### config.mk
export PLATFORM = sky130hd
export DESIGN_NAME = rrs_sequencer
export DESIGN_NICKNAME = d
export VERILOG_FILES = /design/src/logic/rrs_pkg.sv /design/src/logic/rrs_sequencer.sv
export SDC_FILE = /design/constraint.sdc
export NUM_CORES = 1
export LEC_CHECK = 0
export BUFFER_PORTS_ARGS = -buffer_cell sky130_fd_sc_hd__buf_2
export CORE_UTILIZATION = 48
export CTS_CLUSTER_DIAMETER = 150
export CTS_CLUSTER_SIZE = 20
export DETAILED_ROUTE_END_ITERATION = 6
export PLACE_DENSITY = 0.68
export SYNTH_ARGS = -nofsm -noshare
export SYNTH_HDL_FRONTEND = slang
export SYNTH_SLANG_ARGS = --single-unit
export TNS_END_PERCENT = 10
### constraint.sdc
create_clock -name i_mclk -period 5.3 [get_ports i_mclk]
set_input_delay 0.795 -clock i_mclk [delete_from_list [all_inputs] [get_ports i_mclk]]
set_output_delay 0.795 -clock i_mclk [all_outputs]
set_load 0.02 [all_outputs]
### src/logic/rrs_pkg.sv
// constants, register map and state codes of the receiver restart and mode sequencer
// assumes a 40 MHz i_mclk; all users write rrs_pkg::name
package rrs_pkg;
  // register byte offsets
  localparam logic [7:0] REG_CTRL = 8'h00;
  localparam logic [7:0] REG_RXCFG = 8'h04;
  localparam logic [7:0] REG_SEQCFG = 8'h08;
  localparam logic [7:0] REG_WAIT = 8'h0C;
  localparam logic [7:0] REG_MODE = 8'h10;
  localparam logic [7:0] REG_STAT = 8'h14;
  // control trigger bits, all self-clearing
  localparam int CTL_LAUNCH = 0;
  localparam int CTL_STOP = 1;
  localparam int CTL_KEEP = 2;
  localparam int CTL_RELOCK = 3;
  // receiver_config_reg fields
  localparam int RXC_TRIG = 0;
  localparam int RXC_AGC = 3;
  localparam int RXC_AFC = 4;
  localparam int RXC_COLL = 5;
  localparam int RXC_GAIN = 6;
  localparam int RXC_AUTO = 9;
  localparam int RXC_STEP = 12;
  // seq_config_reg_a fields
  localparam int SQ_IDLE = 0;
  localparam int SQ_ROUTE = 1;
  localparam int SQ_LPCH = 3;
  localparam int SQ_FIDLE = 4;
  localparam int SQ_FTX = 5;
  localparam int SQ_FRX = 6;
  // values after reset
  localparam logic [31:0] RXCFG_RST = 32'h0000_0008;
  localparam logic [31:0] SEQCFG_RST = 32'h0000_0000;
  localparam logic [7:0] WAIT_RST = 8'h00;
  localparam logic [7:0] RSSI_RST = 8'hFF;
  // chip operating modes
  localparam logic [2:0] MODE_SLEEP = 3'h0;
  localparam logic [2:0] MODE_STDBY = 3'h1;
  localparam logic [2:0] MODE_TX = 3'h3;
  localparam logic [2:0] MODE_RX = 3'h5;
  // correction_trigger_select codes
  localparam logic [2:0] TRIG_RSSI = 3'h1;
  localparam logic [2:0] TRIG_PRE = 3'h6;
  localparam logic [2:0] TRIG_BOTH = 3'h7;
  // auto_rx_relaunch_mode codes
  localparam logic [1:0] AUTO_OFF = 2'h0;
  localparam logic [1:0] AUTO_NEWFREQ = 2'h2;
  // bus responses
  localparam logic [1:0] RESP_OK = 2'h0;
  localparam logic [1:0] RESP_ERR = 2'h2;
  // timing
  localparam int CLK_NS = 25;
  localparam int RELOCK_NS = 60000;
  localparam int WAIT_UNIT_NS = 1000;
  localparam logic [15:0] RELOCK_CYC = 16'((RELOCK_NS + CLK_NS - 1) / CLK_NS);
  localparam logic [15:0] WAIT_UNIT_CYC = 16'((WAIT_UNIT_NS + CLK_NS - 1) / CLK_NS);
  // sequencer states
  typedef enum logic [2:0] {
    ST_OFF = 3'h0,
    ST_IDLE = 3'h1,
    ST_TX = 3'h2,
    ST_RX = 3'h3,
    ST_HELD = 3'h4,
    ST_LPSEL = 3'h5,
    ST_EXPIRY = 3'h6
  } rrs_seq_t;
endpackage

### src/logic/rrs_sequencer.sv
// receiver restart, gain/frequency correction start and top level mode sequencer
// assumes all event inputs come from logic on i_mclk; registers reached over AXI4-Lite
//
// Contract
// - gain/frequency correction runs once per packet after turn-on or any restart.
// - trigger field picks correction start: none, strength, preamble, or both.
// - with gain control on, frequency enable adds frequency correction at trigger.
// - with gain control off, the manual gain field is applied.
// - keep-oscillator restart acts only in receive mode, no relock.
// - relock restart restarts receiver and relocks synthesizer.
// - restart commands ignored unless mode settled flag is high.
// - auto relaunch mode 00 never restarts after a packet.
// - mode 01 restarts after payload, FIFO empty and the between-packet wait.
// - mode 10 adds a synthesizer lock delay to the automatic restart.
// - collision relaunch enabled restarts receiver on a collision at any time.
// - collision is a sudden rise of measured signal strength.
// - collision threshold is programmable in 1 dB steps.
// - launch bit starts sequencer from Sleep or Standby, recording initial mode.
// - stop bit forces the sequencer off at any time.
// - sequencer has off, idle, transmit, receive, held, low-power choice, expiry.
// - off entered from low-power choice returns chip to initial mode.
// - idle holds Standby or Sleep and only answers the first timer event.
// - transmit state keeps transmitter on, receive state keeps receiver on.
// - held state keeps receiver on with the packet in the FIFO.
// - low-power choice state is transitory, going to off or idle.
// - expiry state takes any of the three receive wait expiries.
// - idle-mode bit: 0 Standby, 1 Sleep.
// - launch route: 00 low-power choice, 01 receive, 10 transmit, 11 transmit on threshold.
// - low-power choice bit: 0 off with initial mode, 1 idle.
// - second timer event in receive always goes to low-power choice.
`timescale 1ns/1ps
module rrs_sequencer #(
  parameter int ADDR_W = 8
) (
  // clock and reset
  input wire logic i_mclk,
  input wire logic i_resetn,
  // axi4-lite write
  input wire logic i_awvalid,
  input wire logic [ADDR_W-1:0] i_awaddr,
  output logic o_awready,
  input wire logic i_wvalid,
  input wire logic [31:0] i_wdata,
  input wire logic [3:0] i_wstrb,
  output logic o_wready,
  output logic o_bvalid,
  output logic [1:0] o_bresp,
  input wire logic i_bready,
  // axi4-lite read
  input wire logic i_arvalid,
  input wire logic [ADDR_W-1:0] i_araddr,
  output logic o_arready,
  output logic o_rvalid,
  output logic [31:0] o_rdata,
  output logic [1:0] o_rresp,
  input wire logic i_rready,
  // receiver and packet engine events
  input wire logic i_mode_settled_flag,
  input wire logic i_rssi_irq,
  input wire logic i_preamble_seen_irq,
  input wire logic i_sync_addr_irq,
  input wire logic i_payload_available_irq,
  input wire logic i_crc_ok_irq,
  input wire logic i_packet_sent_irq,
  input wire logic i_fifo_thresh_irq,
  input wire logic i_fifo_empty,
  input wire logic i_rssi_valid,
  input wire logic [7:0] i_rssi_value,
  input wire logic i_strength_wait_expired,
  input wire logic i_preamble_wait_expired,
  input wire logic i_syncword_wait_expired,
  input wire logic i_first_timer_event,
  input wire logic i_second_timer_event,
  // chip control
  output logic [2:0] o_chip_mode,
  output logic o_seq_active,
  output logic o_rx_restart,
  output logic o_pll_relock,
  output logic o_agc_start,
  output logic o_afc_start,
  output logic o_gain_manual,
  output logic [2:0] o_front_gain
);

  typedef struct packed {
    logic awrdy;
    logic wrdy;
    logic bvld;
    logic [1:0] bresp;
    logic arrdy;
    logic rvld;
    logic [1:0] rresp;
    logic [31:0] rdata;
    logic aw_got;
    logic [7:0] awaddr;
    logic w_got;
    logic [31:0] wdata;
    logic [3:0] wstrb;
    logic [31:0] rxcfg;
    logic [31:0] seqcfg;
    logic [7:0] wait_cfg;
    rrs_pkg::rrs_seq_t st;
    logic active;
    logic fifo_wait;
    logic [2:0] mode;
    logic [2:0] init_mode;
    logic restart;
    logic relock;
    logic ar_armed;
    logic ar_count;
    logic ar_lock;
    logic [15:0] cnt;
    logic corr_armed;
    logic rssi_seen;
    logic pre_seen;
    logic agc_go;
    logic afc_go;
    logic manual;
    logic [2:0] gain;
    logic [7:0] rssi_prev;
  } rrs_state_t;

  rrs_state_t s_ff;
  rrs_state_t nxt_s;
  logic wr_fire;
  logic cw_launch;
  logic cw_stop;
  logic cw_keep;
  logic cw_relock;
  logic launch_ok;
  logic rx_mode;
  logic collide;
  logic fire;

  function automatic logic [31:0] rrs_merge(input logic [31:0] o, input logic [31:0] d,
                                            input logic [3:0] m);
    logic [31:0] r;
    r = o;
    for (int b = 0; b < 4; b++)
    begin
      if (m[b])
      begin
        r[8*b +: 8] = d[8*b +: 8];
      end
    end
    return r;
  endfunction

  ////////////////////////////////////////////////////////////////////////////
  always_comb
  begin
    nxt_s = s_ff;
    nxt_s.restart = 1'h0;
    nxt_s.relock = 1'h0;
    nxt_s.agc_go = 1'h0;
    nxt_s.afc_go = 1'h0;
    rx_mode = s_ff.mode == rrs_pkg::MODE_RX;
    wr_fire = s_ff.aw_got && s_ff.w_got;
    // trigger bits are acted on in the write cycle only and never stored
    cw_launch = wr_fire && s_ff.awaddr == rrs_pkg::REG_CTRL && s_ff.wstrb[0] &&
                s_ff.wdata[rrs_pkg::CTL_LAUNCH];
    cw_stop = wr_fire && s_ff.awaddr == rrs_pkg::REG_CTRL && s_ff.wstrb[0] &&
              s_ff.wdata[rrs_pkg::CTL_STOP];
    cw_keep = wr_fire && s_ff.awaddr == rrs_pkg::REG_CTRL && s_ff.wstrb[0] &&
              s_ff.wdata[rrs_pkg::CTL_KEEP];
    cw_relock = wr_fire && s_ff.awaddr == rrs_pkg::REG_CTRL && s_ff.wstrb[0] &&
                s_ff.wdata[rrs_pkg::CTL_RELOCK];
    launch_ok = !s_ff.active && (s_ff.mode == rrs_pkg::MODE_SLEEP ||
                                 s_ff.mode == rrs_pkg::MODE_STDBY);
    collide = s_ff.rxcfg[rrs_pkg::RXC_COLL] && rx_mode && i_rssi_valid &&
              {1'h0, i_rssi_value} > {1'h0, s_ff.rssi_prev} +
              {1'h0, s_ff.rxcfg[rrs_pkg::RXC_STEP +: 8]};
    fire = 1'h0;

    // bus: address and data taken in either order, answered once both are in
    if (i_awvalid && s_ff.awrdy)
    begin
      nxt_s.aw_got = 1'h1;
      nxt_s.awrdy = 1'h0;
      nxt_s.awaddr = 8'(i_awaddr);
    end
    if (i_wvalid && s_ff.wrdy)
    begin
      nxt_s.w_got = 1'h1;
      nxt_s.wrdy = 1'h0;
      nxt_s.wdata = i_wdata;
      nxt_s.wstrb = i_wstrb;
    end
    if (wr_fire)
    begin
      nxt_s.aw_got = 1'h0;
      nxt_s.w_got = 1'h0;
      nxt_s.bvld = 1'h1;
      nxt_s.bresp = rrs_pkg::RESP_OK;
      unique case (s_ff.awaddr)
        rrs_pkg::REG_CTRL:
          ;
        rrs_pkg::REG_RXCFG:
          nxt_s.rxcfg = rrs_merge(s_ff.rxcfg, s_ff.wdata, s_ff.wstrb);
        rrs_pkg::REG_SEQCFG:
          nxt_s.seqcfg = rrs_merge(s_ff.seqcfg, s_ff.wdata, s_ff.wstrb);
        rrs_pkg::REG_WAIT:
          if (s_ff.wstrb[0])
          begin
            nxt_s.wait_cfg = s_ff.wdata[7:0];
          end
        rrs_pkg::REG_MODE:
          // manual mode writes are locked out while the sequencer owns the chip
          if (s_ff.wstrb[0] && !s_ff.active)
          begin
            nxt_s.mode = s_ff.wdata[2:0];
          end
        rrs_pkg::REG_STAT:
          ;
        default:
          nxt_s.bresp = rrs_pkg::RESP_ERR;
      endcase
    end
    if (s_ff.bvld && i_bready)
    begin
      nxt_s.bvld = 1'h0;
      nxt_s.awrdy = 1'h1;
      nxt_s.wrdy = 1'h1;
    end
    if (i_arvalid && s_ff.arrdy)
    begin
      nxt_s.arrdy = 1'h0;
      nxt_s.rvld = 1'h1;
      nxt_s.rresp = rrs_pkg::RESP_OK;
      unique case (8'(i_araddr))
        rrs_pkg::REG_CTRL:
          nxt_s.rdata = '0;
        rrs_pkg::REG_RXCFG:
          nxt_s.rdata = s_ff.rxcfg;
        rrs_pkg::REG_SEQCFG:
          nxt_s.rdata = s_ff.seqcfg;
        rrs_pkg::REG_WAIT:
          nxt_s.rdata = {24'h0, s_ff.wait_cfg};
        rrs_pkg::REG_MODE:
          nxt_s.rdata = {29'h0, s_ff.mode};
        rrs_pkg::REG_STAT:
          nxt_s.rdata = {23'h0, s_ff.ar_count, s_ff.ar_armed, s_ff.corr_armed,
                         s_ff.fifo_wait, i_mode_settled_flag, s_ff.active, s_ff.st};
        default:
        begin
          nxt_s.rdata = '0;
          nxt_s.rresp = rrs_pkg::RESP_ERR;
        end
      endcase
    end
    if (s_ff.rvld && i_rready)
    begin
      nxt_s.rvld = 1'h0;
      nxt_s.arrdy = 1'h1;
    end

    ////////////////////////////////////////////////////////////////////////////
    // sequencer
    unique case (s_ff.st)
      rrs_pkg::ST_OFF:
        if (s_ff.fifo_wait && i_fifo_thresh_irq)
        begin
          nxt_s.st = rrs_pkg::ST_TX;
          nxt_s.fifo_wait = 1'h0;
        end
      rrs_pkg::ST_IDLE:
        if (i_first_timer_event)
        begin
          nxt_s.st = s_ff.seqcfg[rrs_pkg::SQ_FIDLE] ? rrs_pkg::ST_RX : rrs_pkg::ST_TX;
        end
      rrs_pkg::ST_TX:
        if (i_packet_sent_irq)
        begin
          nxt_s.st = s_ff.seqcfg[rrs_pkg::SQ_FTX] ? rrs_pkg::ST_RX : rrs_pkg::ST_LPSEL;
        end
      rrs_pkg::ST_RX:
        if (i_second_timer_event)
        begin
          nxt_s.st = rrs_pkg::ST_LPSEL;
        end
        else if (i_strength_wait_expired || i_preamble_wait_expired || i_syncword_wait_expired)
        begin
          nxt_s.st = rrs_pkg::ST_EXPIRY;
        end
        else
        begin
          unique case (s_ff.seqcfg[rrs_pkg::SQ_FRX +: 3])
            3'h1:
              if (i_payload_available_irq) nxt_s.st = rrs_pkg::ST_HELD;
            3'h2:
              if (i_payload_available_irq) nxt_s.st = rrs_pkg::ST_LPSEL;
            3'h3:
              if (i_crc_ok_irq) nxt_s.st = rrs_pkg::ST_HELD;
              else if (i_payload_available_irq) nxt_s.st = rrs_pkg::ST_EXPIRY;
            3'h4:
              if (i_rssi_irq) nxt_s.st = rrs_pkg::ST_OFF;
            3'h5:
              if (i_sync_addr_irq) nxt_s.st = rrs_pkg::ST_OFF;
            3'h6:
              if (i_preamble_seen_irq) nxt_s.st = rrs_pkg::ST_OFF;
            default:
              ;
          endcase
        end
      rrs_pkg::ST_HELD:
        // packet stays in the FIFO until the period timer ends the slot
        if (i_second_timer_event)
        begin
          nxt_s.st = rrs_pkg::ST_LPSEL;
        end
      rrs_pkg::ST_LPSEL:
        nxt_s.st = s_ff.seqcfg[rrs_pkg::SQ_LPCH] ? rrs_pkg::ST_IDLE : rrs_pkg::ST_OFF;
      rrs_pkg::ST_EXPIRY:
        nxt_s.st = rrs_pkg::ST_LPSEL;
      default:
        nxt_s.st = rrs_pkg::ST_OFF;
    endcase
    if (cw_launch && launch_ok)
    begin
      nxt_s.active = 1'h1;
      nxt_s.init_mode = s_ff.mode;
      unique case (s_ff.seqcfg[rrs_pkg::SQ_ROUTE +: 2])
        2'h0: nxt_s.st = rrs_pkg::ST_LPSEL;
        2'h1: nxt_s.st = rrs_pkg::ST_RX;
        2'h2: nxt_s.st = rrs_pkg::ST_TX;
        2'h3: nxt_s.fifo_wait = 1'h1;
      endcase
    end
    if (s_ff.active && nxt_s.st == rrs_pkg::ST_OFF && s_ff.st != rrs_pkg::ST_OFF)
    begin
      nxt_s.active = 1'h0;
    end
    // stop overrides everything the sequencer would do in this cycle
    if (cw_stop)
    begin
      nxt_s.st = rrs_pkg::ST_OFF;
      nxt_s.active = 1'h0;
      nxt_s.fifo_wait = 1'h0;
    end
    if (nxt_s.st != s_ff.st)
    begin
      unique case (nxt_s.st)
        rrs_pkg::ST_OFF: nxt_s.mode = s_ff.init_mode;
        rrs_pkg::ST_IDLE:
          nxt_s.mode = s_ff.seqcfg[rrs_pkg::SQ_IDLE] ? rrs_pkg::MODE_SLEEP : rrs_pkg::MODE_STDBY;
        rrs_pkg::ST_TX: nxt_s.mode = rrs_pkg::MODE_TX;
        rrs_pkg::ST_RX, rrs_pkg::ST_HELD: nxt_s.mode = rrs_pkg::MODE_RX;
        default: ;
      endcase
    end

    ////////////////////////////////////////////////////////////////////////////
    // receiver restart
    if (i_rssi_valid)
    begin
      nxt_s.rssi_prev = i_rssi_value;
    end
    if (s_ff.rxcfg[rrs_pkg::RXC_AUTO +: 2] != rrs_pkg::AUTO_OFF && rx_mode &&
        i_payload_available_irq)
    begin
      nxt_s.ar_armed = 1'h1;
    end
    if (s_ff.ar_armed && !s_ff.ar_count && i_fifo_empty)
    begin
      nxt_s.ar_count = 1'h1;
      nxt_s.ar_lock = s_ff.rxcfg[rrs_pkg::RXC_AUTO +: 2] == rrs_pkg::AUTO_NEWFREQ;
      nxt_s.cnt = 16'(s_ff.wait_cfg * rrs_pkg::WAIT_UNIT_CYC);
      if (nxt_s.ar_lock)
      begin
        nxt_s.cnt = 16'(nxt_s.cnt + rrs_pkg::RELOCK_CYC);
      end
    end
    if (s_ff.ar_count)
    begin
      nxt_s.cnt = s_ff.cnt - 16'h1;
      if (s_ff.cnt == 16'h0)
      begin
        nxt_s.restart = 1'h1;
        nxt_s.relock = s_ff.ar_lock;
      end
    end
    if ((cw_keep || cw_relock) && i_mode_settled_flag && rx_mode)
    begin
      nxt_s.restart = 1'h1;
      nxt_s.relock = cw_relock;
    end
    if (collide)
    begin
      nxt_s.restart = 1'h1;
    end
    if (nxt_s.restart || nxt_s.mode != rrs_pkg::MODE_RX)
    begin
      nxt_s.ar_armed = 1'h0;
      nxt_s.ar_count = 1'h0;
    end

    ////////////////////////////////////////////////////////////////////////////
    // correction start, once per packet
    if (s_ff.corr_armed)
    begin
      nxt_s.rssi_seen = s_ff.rssi_seen || i_rssi_irq;
      nxt_s.pre_seen = s_ff.pre_seen || i_preamble_seen_irq;
      unique case (s_ff.rxcfg[rrs_pkg::RXC_TRIG +: 3])
        rrs_pkg::TRIG_RSSI: fire = i_rssi_irq;
        rrs_pkg::TRIG_PRE: fire = i_preamble_seen_irq;
        rrs_pkg::TRIG_BOTH: fire = nxt_s.rssi_seen && nxt_s.pre_seen;
        default: fire = 1'h0;
      endcase
    end
    if (fire)
    begin
      nxt_s.corr_armed = 1'h0;
      nxt_s.agc_go = s_ff.rxcfg[rrs_pkg::RXC_AGC];
      nxt_s.afc_go = s_ff.rxcfg[rrs_pkg::RXC_AGC] && s_ff.rxcfg[rrs_pkg::RXC_AFC];
    end
    if (nxt_s.restart || (nxt_s.mode == rrs_pkg::MODE_RX && !rx_mode))
    begin
      nxt_s.corr_armed = 1'h1;
      nxt_s.rssi_seen = 1'h0;
      nxt_s.pre_seen = 1'h0;
    end
    if (nxt_s.restart)
    begin
      // stale strength from before the restart must not read as a collision
      nxt_s.rssi_prev = rrs_pkg::RSSI_RST;
    end
    nxt_s.manual = !s_ff.rxcfg[rrs_pkg::RXC_AGC];
    nxt_s.gain = s_ff.rxcfg[rrs_pkg::RXC_AGC] ? 3'h0 : s_ff.rxcfg[rrs_pkg::RXC_GAIN +: 3];
  end

  always_ff @(posedge i_mclk or negedge i_resetn)
  begin
    if (!i_resetn)
    begin
      s_ff <= '0;
      s_ff.awrdy <= 1'h1;
      s_ff.wrdy <= 1'h1;
      s_ff.arrdy <= 1'h1;
      s_ff.rxcfg <= rrs_pkg::RXCFG_RST;
      s_ff.seqcfg <= rrs_pkg::SEQCFG_RST;
      s_ff.wait_cfg <= rrs_pkg::WAIT_RST;
      s_ff.rssi_prev <= rrs_pkg::RSSI_RST;
    end
    else
    begin
      s_ff <= nxt_s;
    end
  end

  assign o_awready = s_ff.awrdy;
  assign o_wready = s_ff.wrdy;
  assign o_bvalid = s_ff.bvld;
  assign o_bresp = s_ff.bresp;
  assign o_arready = s_ff.arrdy;
  assign o_rvalid = s_ff.rvld;
  assign o_rdata = s_ff.rdata;
  assign o_rresp = s_ff.rresp;
  assign o_chip_mode = s_ff.mode;
  assign o_seq_active = s_ff.active;
  assign o_rx_restart = s_ff.restart;
  assign o_pll_relock = s_ff.relock;
  assign o_agc_start = s_ff.agc_go;
  assign o_afc_start = s_ff.afc_go;
  assign o_gain_manual = s_ff.manual;
  assign o_front_gain = s_ff.gain;
endmodule

==> impl_results.md, run 1 <==
- Status: completed
- Clock root cell: clkbuf_16
- Area of the mapped netlist: 10,600 sq um
- Drt initial violations: 473
- Number of flops mapped to enable cells by yosys: 0
- Reg area: 5170 sq um
- Beginning of the critical path: s_ff[101]
- First-pass GRT wire length: 40.4 mm
- Clk Latency, worst-skew pair: 0.49 ns
- DRC Markers: 0
- Worst-path clk slew: 0.08 ns
- RR Startpoint: s_ff[101]
- Final Util: 0.534
- Vias/cell: 5.75
- Ratio of cells with drive above 1 in the final layout: 0.285
- Total Wirelength: 25.3 mm
- Die Wd: 151 um
- Crit path DAT: 4.08 ns
- Final min period: 3.71 ns
- FMAX: 269 MHz
- Period utilization: 0.700
- Post-synth top flop: dfrtp_1
- R2R Setup Slk: 1.59 ns
- Area of the multi-input gates: 4850 sq um
- Count of pins over their slew limit: 0
- Core Footprint: 21,800 sq um
- Post-Syn Area per Cell: 11.0 sq um
- Final hold vios: 0
- Seq/Total Area, Yosys: 0.487
- R2R depth: 15
- Setup crit end: s_ff[34]
- DP Wirelength: 18.4 mm
- Seq cells post-synth: 206
- Power per Cell Area: 361 nW/um^2
- Final std cells w/o fill: 1,329
- Final ANT Viol Nets: 0
- Post-CTS Resized: 0
- Startpoint types: flip-flop
- CTS H-tree depth: 1
- Via count: 7,643
- Unrepaired setup endpoints after global routing: false
- Endpoint class of the critical path: flip-flop
- Num CTS Buffers: 14
- Initial Util: 0.488
- Final WS setup: 1.59 ns
- Fill cells: 1,986
- Clock Sinks: 206
- Power Total: 4.19 mW
- Routed wire per std cell: 19.0 um
- Initial antenna violation count: 0
- Hold-fix buffers, CTS: 0
- Area growth from synthesis to layout: 9.28%
- Worst reg2reg endpoint: s_ff[34]
- Largest net degree at the start of global routing: 97
- Post-CTS Setup Bufs: 0
- Rows: 54
- Port bufs: 132
- Yosys warning count: 0
- Async set or reset register ratio after synthesis: 1.00
- LEAKAGE: 5.47 nW
- Max Cap Violations: 0
- Full die area: 22,700 sq um
- Nets: 1,158
- Placed cell count: 1,305
- Skew final: 0.0211 ns
- Setup tns final: 0 ns
- Synth top area cells: dfrtp_1, mux2_2, ha_1, buf_4, nand2_1
- Final setup vio count: 0
- Io pins: 135
- Vias in the first global route: 7,439
- Maximum buffer depth of the clock tree: 3
- Unique masters post-synth: 72
- Crit-path max FO: 10
- GRT overflow: 0
- Worst-Margin Slew: 1.14 ns
- Syn Inst Count: 969
- Ant diodes: 0
- Top-area cell type share of the netlist area: 0.457
- CTS tree: done
- Routability cong.: 0.920
- Synth area leader: dfrtp_1
- Drt pass-1 iters: 5
- Tot GR Track Use: 0.230
- Max IR drop VDD: 0.229 mV
- Place WS: 1.62 ns
- Relative max-transition margin: 0.242
- Die Span Y: 151 um
- Worst hold path type: in -> async
- Crit Path Category: reg -> reg
- CP required: 5.67 ns
==> power breakdown <==
group          total, mW  switching, mW  internal, mW
clock network       1.06          0.546         0.511
registers           2.13          0.303          1.83
logic              0.998          0.529         0.469
total               4.19           1.38          2.81
==> synth_stat cells (9+ instances only) <==
master and count:
o21ai_0 60, a21oi_1 32, nor4_1 9, mux2_2 118, a211oi_1 9, mux2i_1 26, dfrtp_1 194, clkbuf_1 29
nor2_1 35, a22oi_1 34, nand3_1 12, dfstp_2 12, ha_1 33, xnor2_1 18, or4_1 9, nor3_1 17
nor2b_1 12, nand2_1 86, buf_4 43, nand2b_1 10, inv_1 32
==> metrics by stage <==
stage          hold slack, ns  area, sq um
5_1_grt                 0.434        11600
4_1_cts                 0.418        11600
2_1_floorplan           0.441        10600
6_report                0.376        11600
3_5_place_dp            0.466        11200
3_3_place_gp            0.455        11200
==> registers in the layout, summed over array words and instances (netlist names), 3 cells and up <==
register / count
s_ff: 155
o_rdata: 32
o_chip_mode: 3
o_front_gain: 3
==> how the worst min path moves through the flow <==
| stage | endpoint | slack [ns] | cells past startpoint |
|---|---|---|---|
| after floorplan | s_ff[32] | 0.44 | 1 |
| after global placement | s_ff[32] | 0.46 | 1 |
| after detailed placement | o_rdata[5] | 0.47 | 2 |
| after CTS | o_agc_start | 0.42 | 1 |
| after global routing | s_ff[23] | 0.43 | 1 |
| final | s_ff[23] | 0.38 | 1 |
==> per-layer routing <==
metal / share of wire / GRT usage
met3: 0.059 / 0.0418
met4: 0.021 / 0.0580
met5: 0 / 0
met2: 0.46 / 0.363
met1: 0.46 / 0.327
==> worst max-delay path: stages, from the launching register on <==
cell and delay (ns):
dfrtp_1 0.41, ha_1 0.22, fa_1 0.41, a21o_1 0.17, a21oi_1 0.22, o21bai_1 0.09, a21oi_1 0.24, xor2_1 0.18
ha_1 0.26, o21a_1 0.11, o21ai_0 0.13, a21oi_1 0.06, o221ai_1 0.18, and3_1 0.46, inv_1 0.18, nor4_1 0.29
==> logic make-up after synthesis <==
logic type / after synthesis / share of synthesized area
other: 1 / 0.000353
muxes: 144 / 0.150
AOI/OAI and AO/OA: 203 / 0.125
xor gates and xnor gates: 26 / 0.0214
DFF: 206 / 0.487
and+or+nand+nor: 240 / 0.117
buffers and inverters: 114 / 0.0571
adders and majority gates: 35 / 0.0426
==> area by class of cell <==
| class | count | area share |
|---|---|---|
| flip-flops and latches | 206 | 0.445 |
| repair buffers | 136 | 0.0603 |
| inverters | 33 | 0.0107 |
| clock buffers | 22 | 0.0328 |
| well taps | 280 | 0.0302 |
| multi-input cells | 650 | 0.418 |
| clock inverters | 2 | 0.00280 |
==> cells in the final DEF (no fill, tap or decap), drive strengths merged, types with 11 or more instances in the layout <==
cell type,synthesis,routed
dfrtp,194,194
nand2,86,86
a21oi,33,33
xnor2,18,18
nand3,12,12
dfstp,12,12
a22oi,34,34
ha,33,33
clkbuf,29,23
nor3,19,19
nor2,35,35
inv,33,34
mux2,118,118
mux2i,26,26
buf,52,135
o21ai,60,60
or4,11,11
nor2b,12,12
(Power assumes the default switching activity.)
==> run 2: changes to the inputs <==
==> constraint.sdc (replaced) <==
create_clock -name i_mclk -period 3.8 [get_ports i_mclk]
set_input_delay 0.57 -clock i_mclk [delete_from_list [all_inputs] [get_ports i_mclk]]
set_output_delay 0.57 -clock i_mclk [all_outputs]
set_load 0.02 [all_outputs]
==> run 2 against run 1 <==
Compared with the run above:
- register-to-register slack got worse by 1.2 ns
- sequential cell count did not move
- combinational power rose by 46%
- final area rose by 1.2%
- utilization rose by 0.65 points
- hold slack got worse by 0.15 ns
- critical endpoint unchanged
- largest cell class unchanged
==> impl_results.md, run 2 (synthesis gave the netlist of run 1 again) <==
- Skew final: 0.0181 ns
- FMAX: 295 MHz
- Final WS setup: 0.412 ns
- Die Wd: 151 um
- Unrepaired setup endpoints after global routing: false
- Worst path most repeated cell: a21oi_1
- CP required: 4.17 ns
- Final min period: 3.39 ns
- Largest net degree at the start of global routing: 114
- Drt pass-1 iters: 7
- Worst-path clk slew: 0.09 ns
- Total Wirelength: 25.8 mm
- Crit Path Category: reg -> reg
- Clock Sinks: 206
- Startpoint types: flip-flop
- Final setup vio count: 0
- Maximum buffer depth of the clock tree: 3
- Largest Register: s_ff
- Crit-path max FO: 5
- Status: completed
- Critical path, cell by cell: ha_1 > fa_1 > a21o_1 > a21oi_1 > o21bai_1 > a21oi_1 > xor2_1 > ha_1 > o21a_1 > o21ai_0 > a21oi_1 > o221ai_1 > and3_1 > inv_1 > nor4_1
- Endpoint class of the critical path: flip-flop
- Setup tns final: 0 ns
- Ratio of cells with drive above 1 in the final layout: 0.294
- Worst-Margin Slew: 1.13 ns
- Initial Util: 0.488
- Routed wire per std cell: 19.2 um
- First-pass GRT wire length: 41.4 mm
- CTS tree: done
- Fill cells: 1,928
- Post-CTS Resized: 0
- Relative max-transition margin: 0.244
- Die Span Y: 151 um
- DRC Markers: 0
- Io pins: 135
- Crit path DAT: 3.76 ns
- Final hold vios: 0
- Num CTS Buffers: 14
- Area growth from synthesis to layout: 10.6%
- Max FFs per register: 155
- LEAKAGE: 5.55 nW
- Clock root cell: clkbuf_16
- Worst hold path type: in -> async
- GRT overflow: 0
- Port bufs: 132
- Routability cong.: 0.887
- Post-CTS Setup Bufs: 0
- Leading cell type in the layout, fill and taps excluded: dfrtp_1
- Critical Path Max Stage Delay: 0.40 ns
- Initial antenna violation count: 1
- Max IR drop VDD: 0.419 mV
- Power per Cell Area: 499 nW/um^2
- Via count: 7,677
- Clk Latency, worst-skew pair: 0.48 ns
- Count of pins over their slew limit: 0
- Max Cap Violations: 0
- Final ANT Viol Nets: 0
- Nets: 1,172
- Tot GR Track Use: 0.236
- Slowest stage cell, crit path: dfrtp_1
- DP Wirelength: 18.8 mm
- Core Footprint: 21,800 sq um
- Rows: 54
- Place WS: 0.434 ns
- Vias in the first global route: 7,557
- WHS: 0.229 ns
- CTS H-tree depth: 1
- Drt initial violations: 502
- Commonest non-fill, non-tap cells in the layout: dfrtp_1, buf_2, mux2_2
- Period utilization: 0.892
- Full die area: 22,700 sq um
- Vias/cell: 5.71
- Hold-fix buffers, CTS: 0
run 2: cell count changes in the layout (fill, tap and decap cells not counted), sizes merged:
cell | previous run | this run
clkinv | 1 | 0
buf | 135 | 149
clkbuf | 23 | 24
diode | 0 | 1
run 2: area by class of cell:
type                    instances  area [sq um]  share of cell area
diodes                          1          2.50            0.000213
clock buffers                  23           405              0.0345
clock inverters                 1          16.3             0.00138
inverters                      33           124              0.0105
multi-input cells             650          4850               0.413
flip-flops and latches        206          5170               0.440
well taps                     280           350              0.0298
repair buffers                150           830              0.0706
run 2: worst paths after layout:
path                              from     endpoint  slack (ns)  cells after the start
min                           i_resetn     s_ff[32]        0.23                      1
max reg2reg                  s_ff[101]     s_ff[34]        0.41                     15
max in group asynchronous     i_resetn     o_wready        2.71                      2
min in group i_mclk          i_awvalid    o_awready        0.26                      2
min reg2reg                o_rdata[28]  o_rdata[28]        0.48                      2
max                          s_ff[101]     s_ff[34]        0.41                     15
run 2: per-stage QoR:
stage                util  cells  instance area (sq um)  total power, mW
floorplan               -    970                  10600             3.92
global placement    0.521   1319                  11300             4.38
detailed placement  0.521   1319                  11300             4.40
CTS                 0.540   1343                  11700             5.90
global route        0.540   1344                  11800             6.19
finish              0.540   1344                  11800             5.86
run 2: worst max-delay path, delay by kind of cell (launching register included):
| family | cells | cell delay, ns |
|---|---|---|
| compound gates | 8 | 1.21 |
| fa+ha+maj | 3 | 0.88 |
| simple gates | 2 | 0.51 |
| flops | 1 | 0.40 |
| xor+xnor | 1 | 0.18 |
| buf+inv | 1 | 0.12 |
run 2: per-layer routing:
metal | vias to the layer above | global-route usage | routed length, um
li1 | 3627 | - | -
met1 | 3812 | 0.333 | 11900
met2 | 211 | 0.379 | 11900
met3 | 27 | 0.0427 | 1540
met4 | 0 | 0.0485 | 417
met5 | - | 0 | 0
run 2: where the power goes:
group,total (mW),leakage [nW],switching [mW],internal (mW)
Combinational,1.46,2.67,0.784,0.676
Clock,1.49,0.202,0.746,0.747
Sequential,2.91,2.68,0.356,2.56
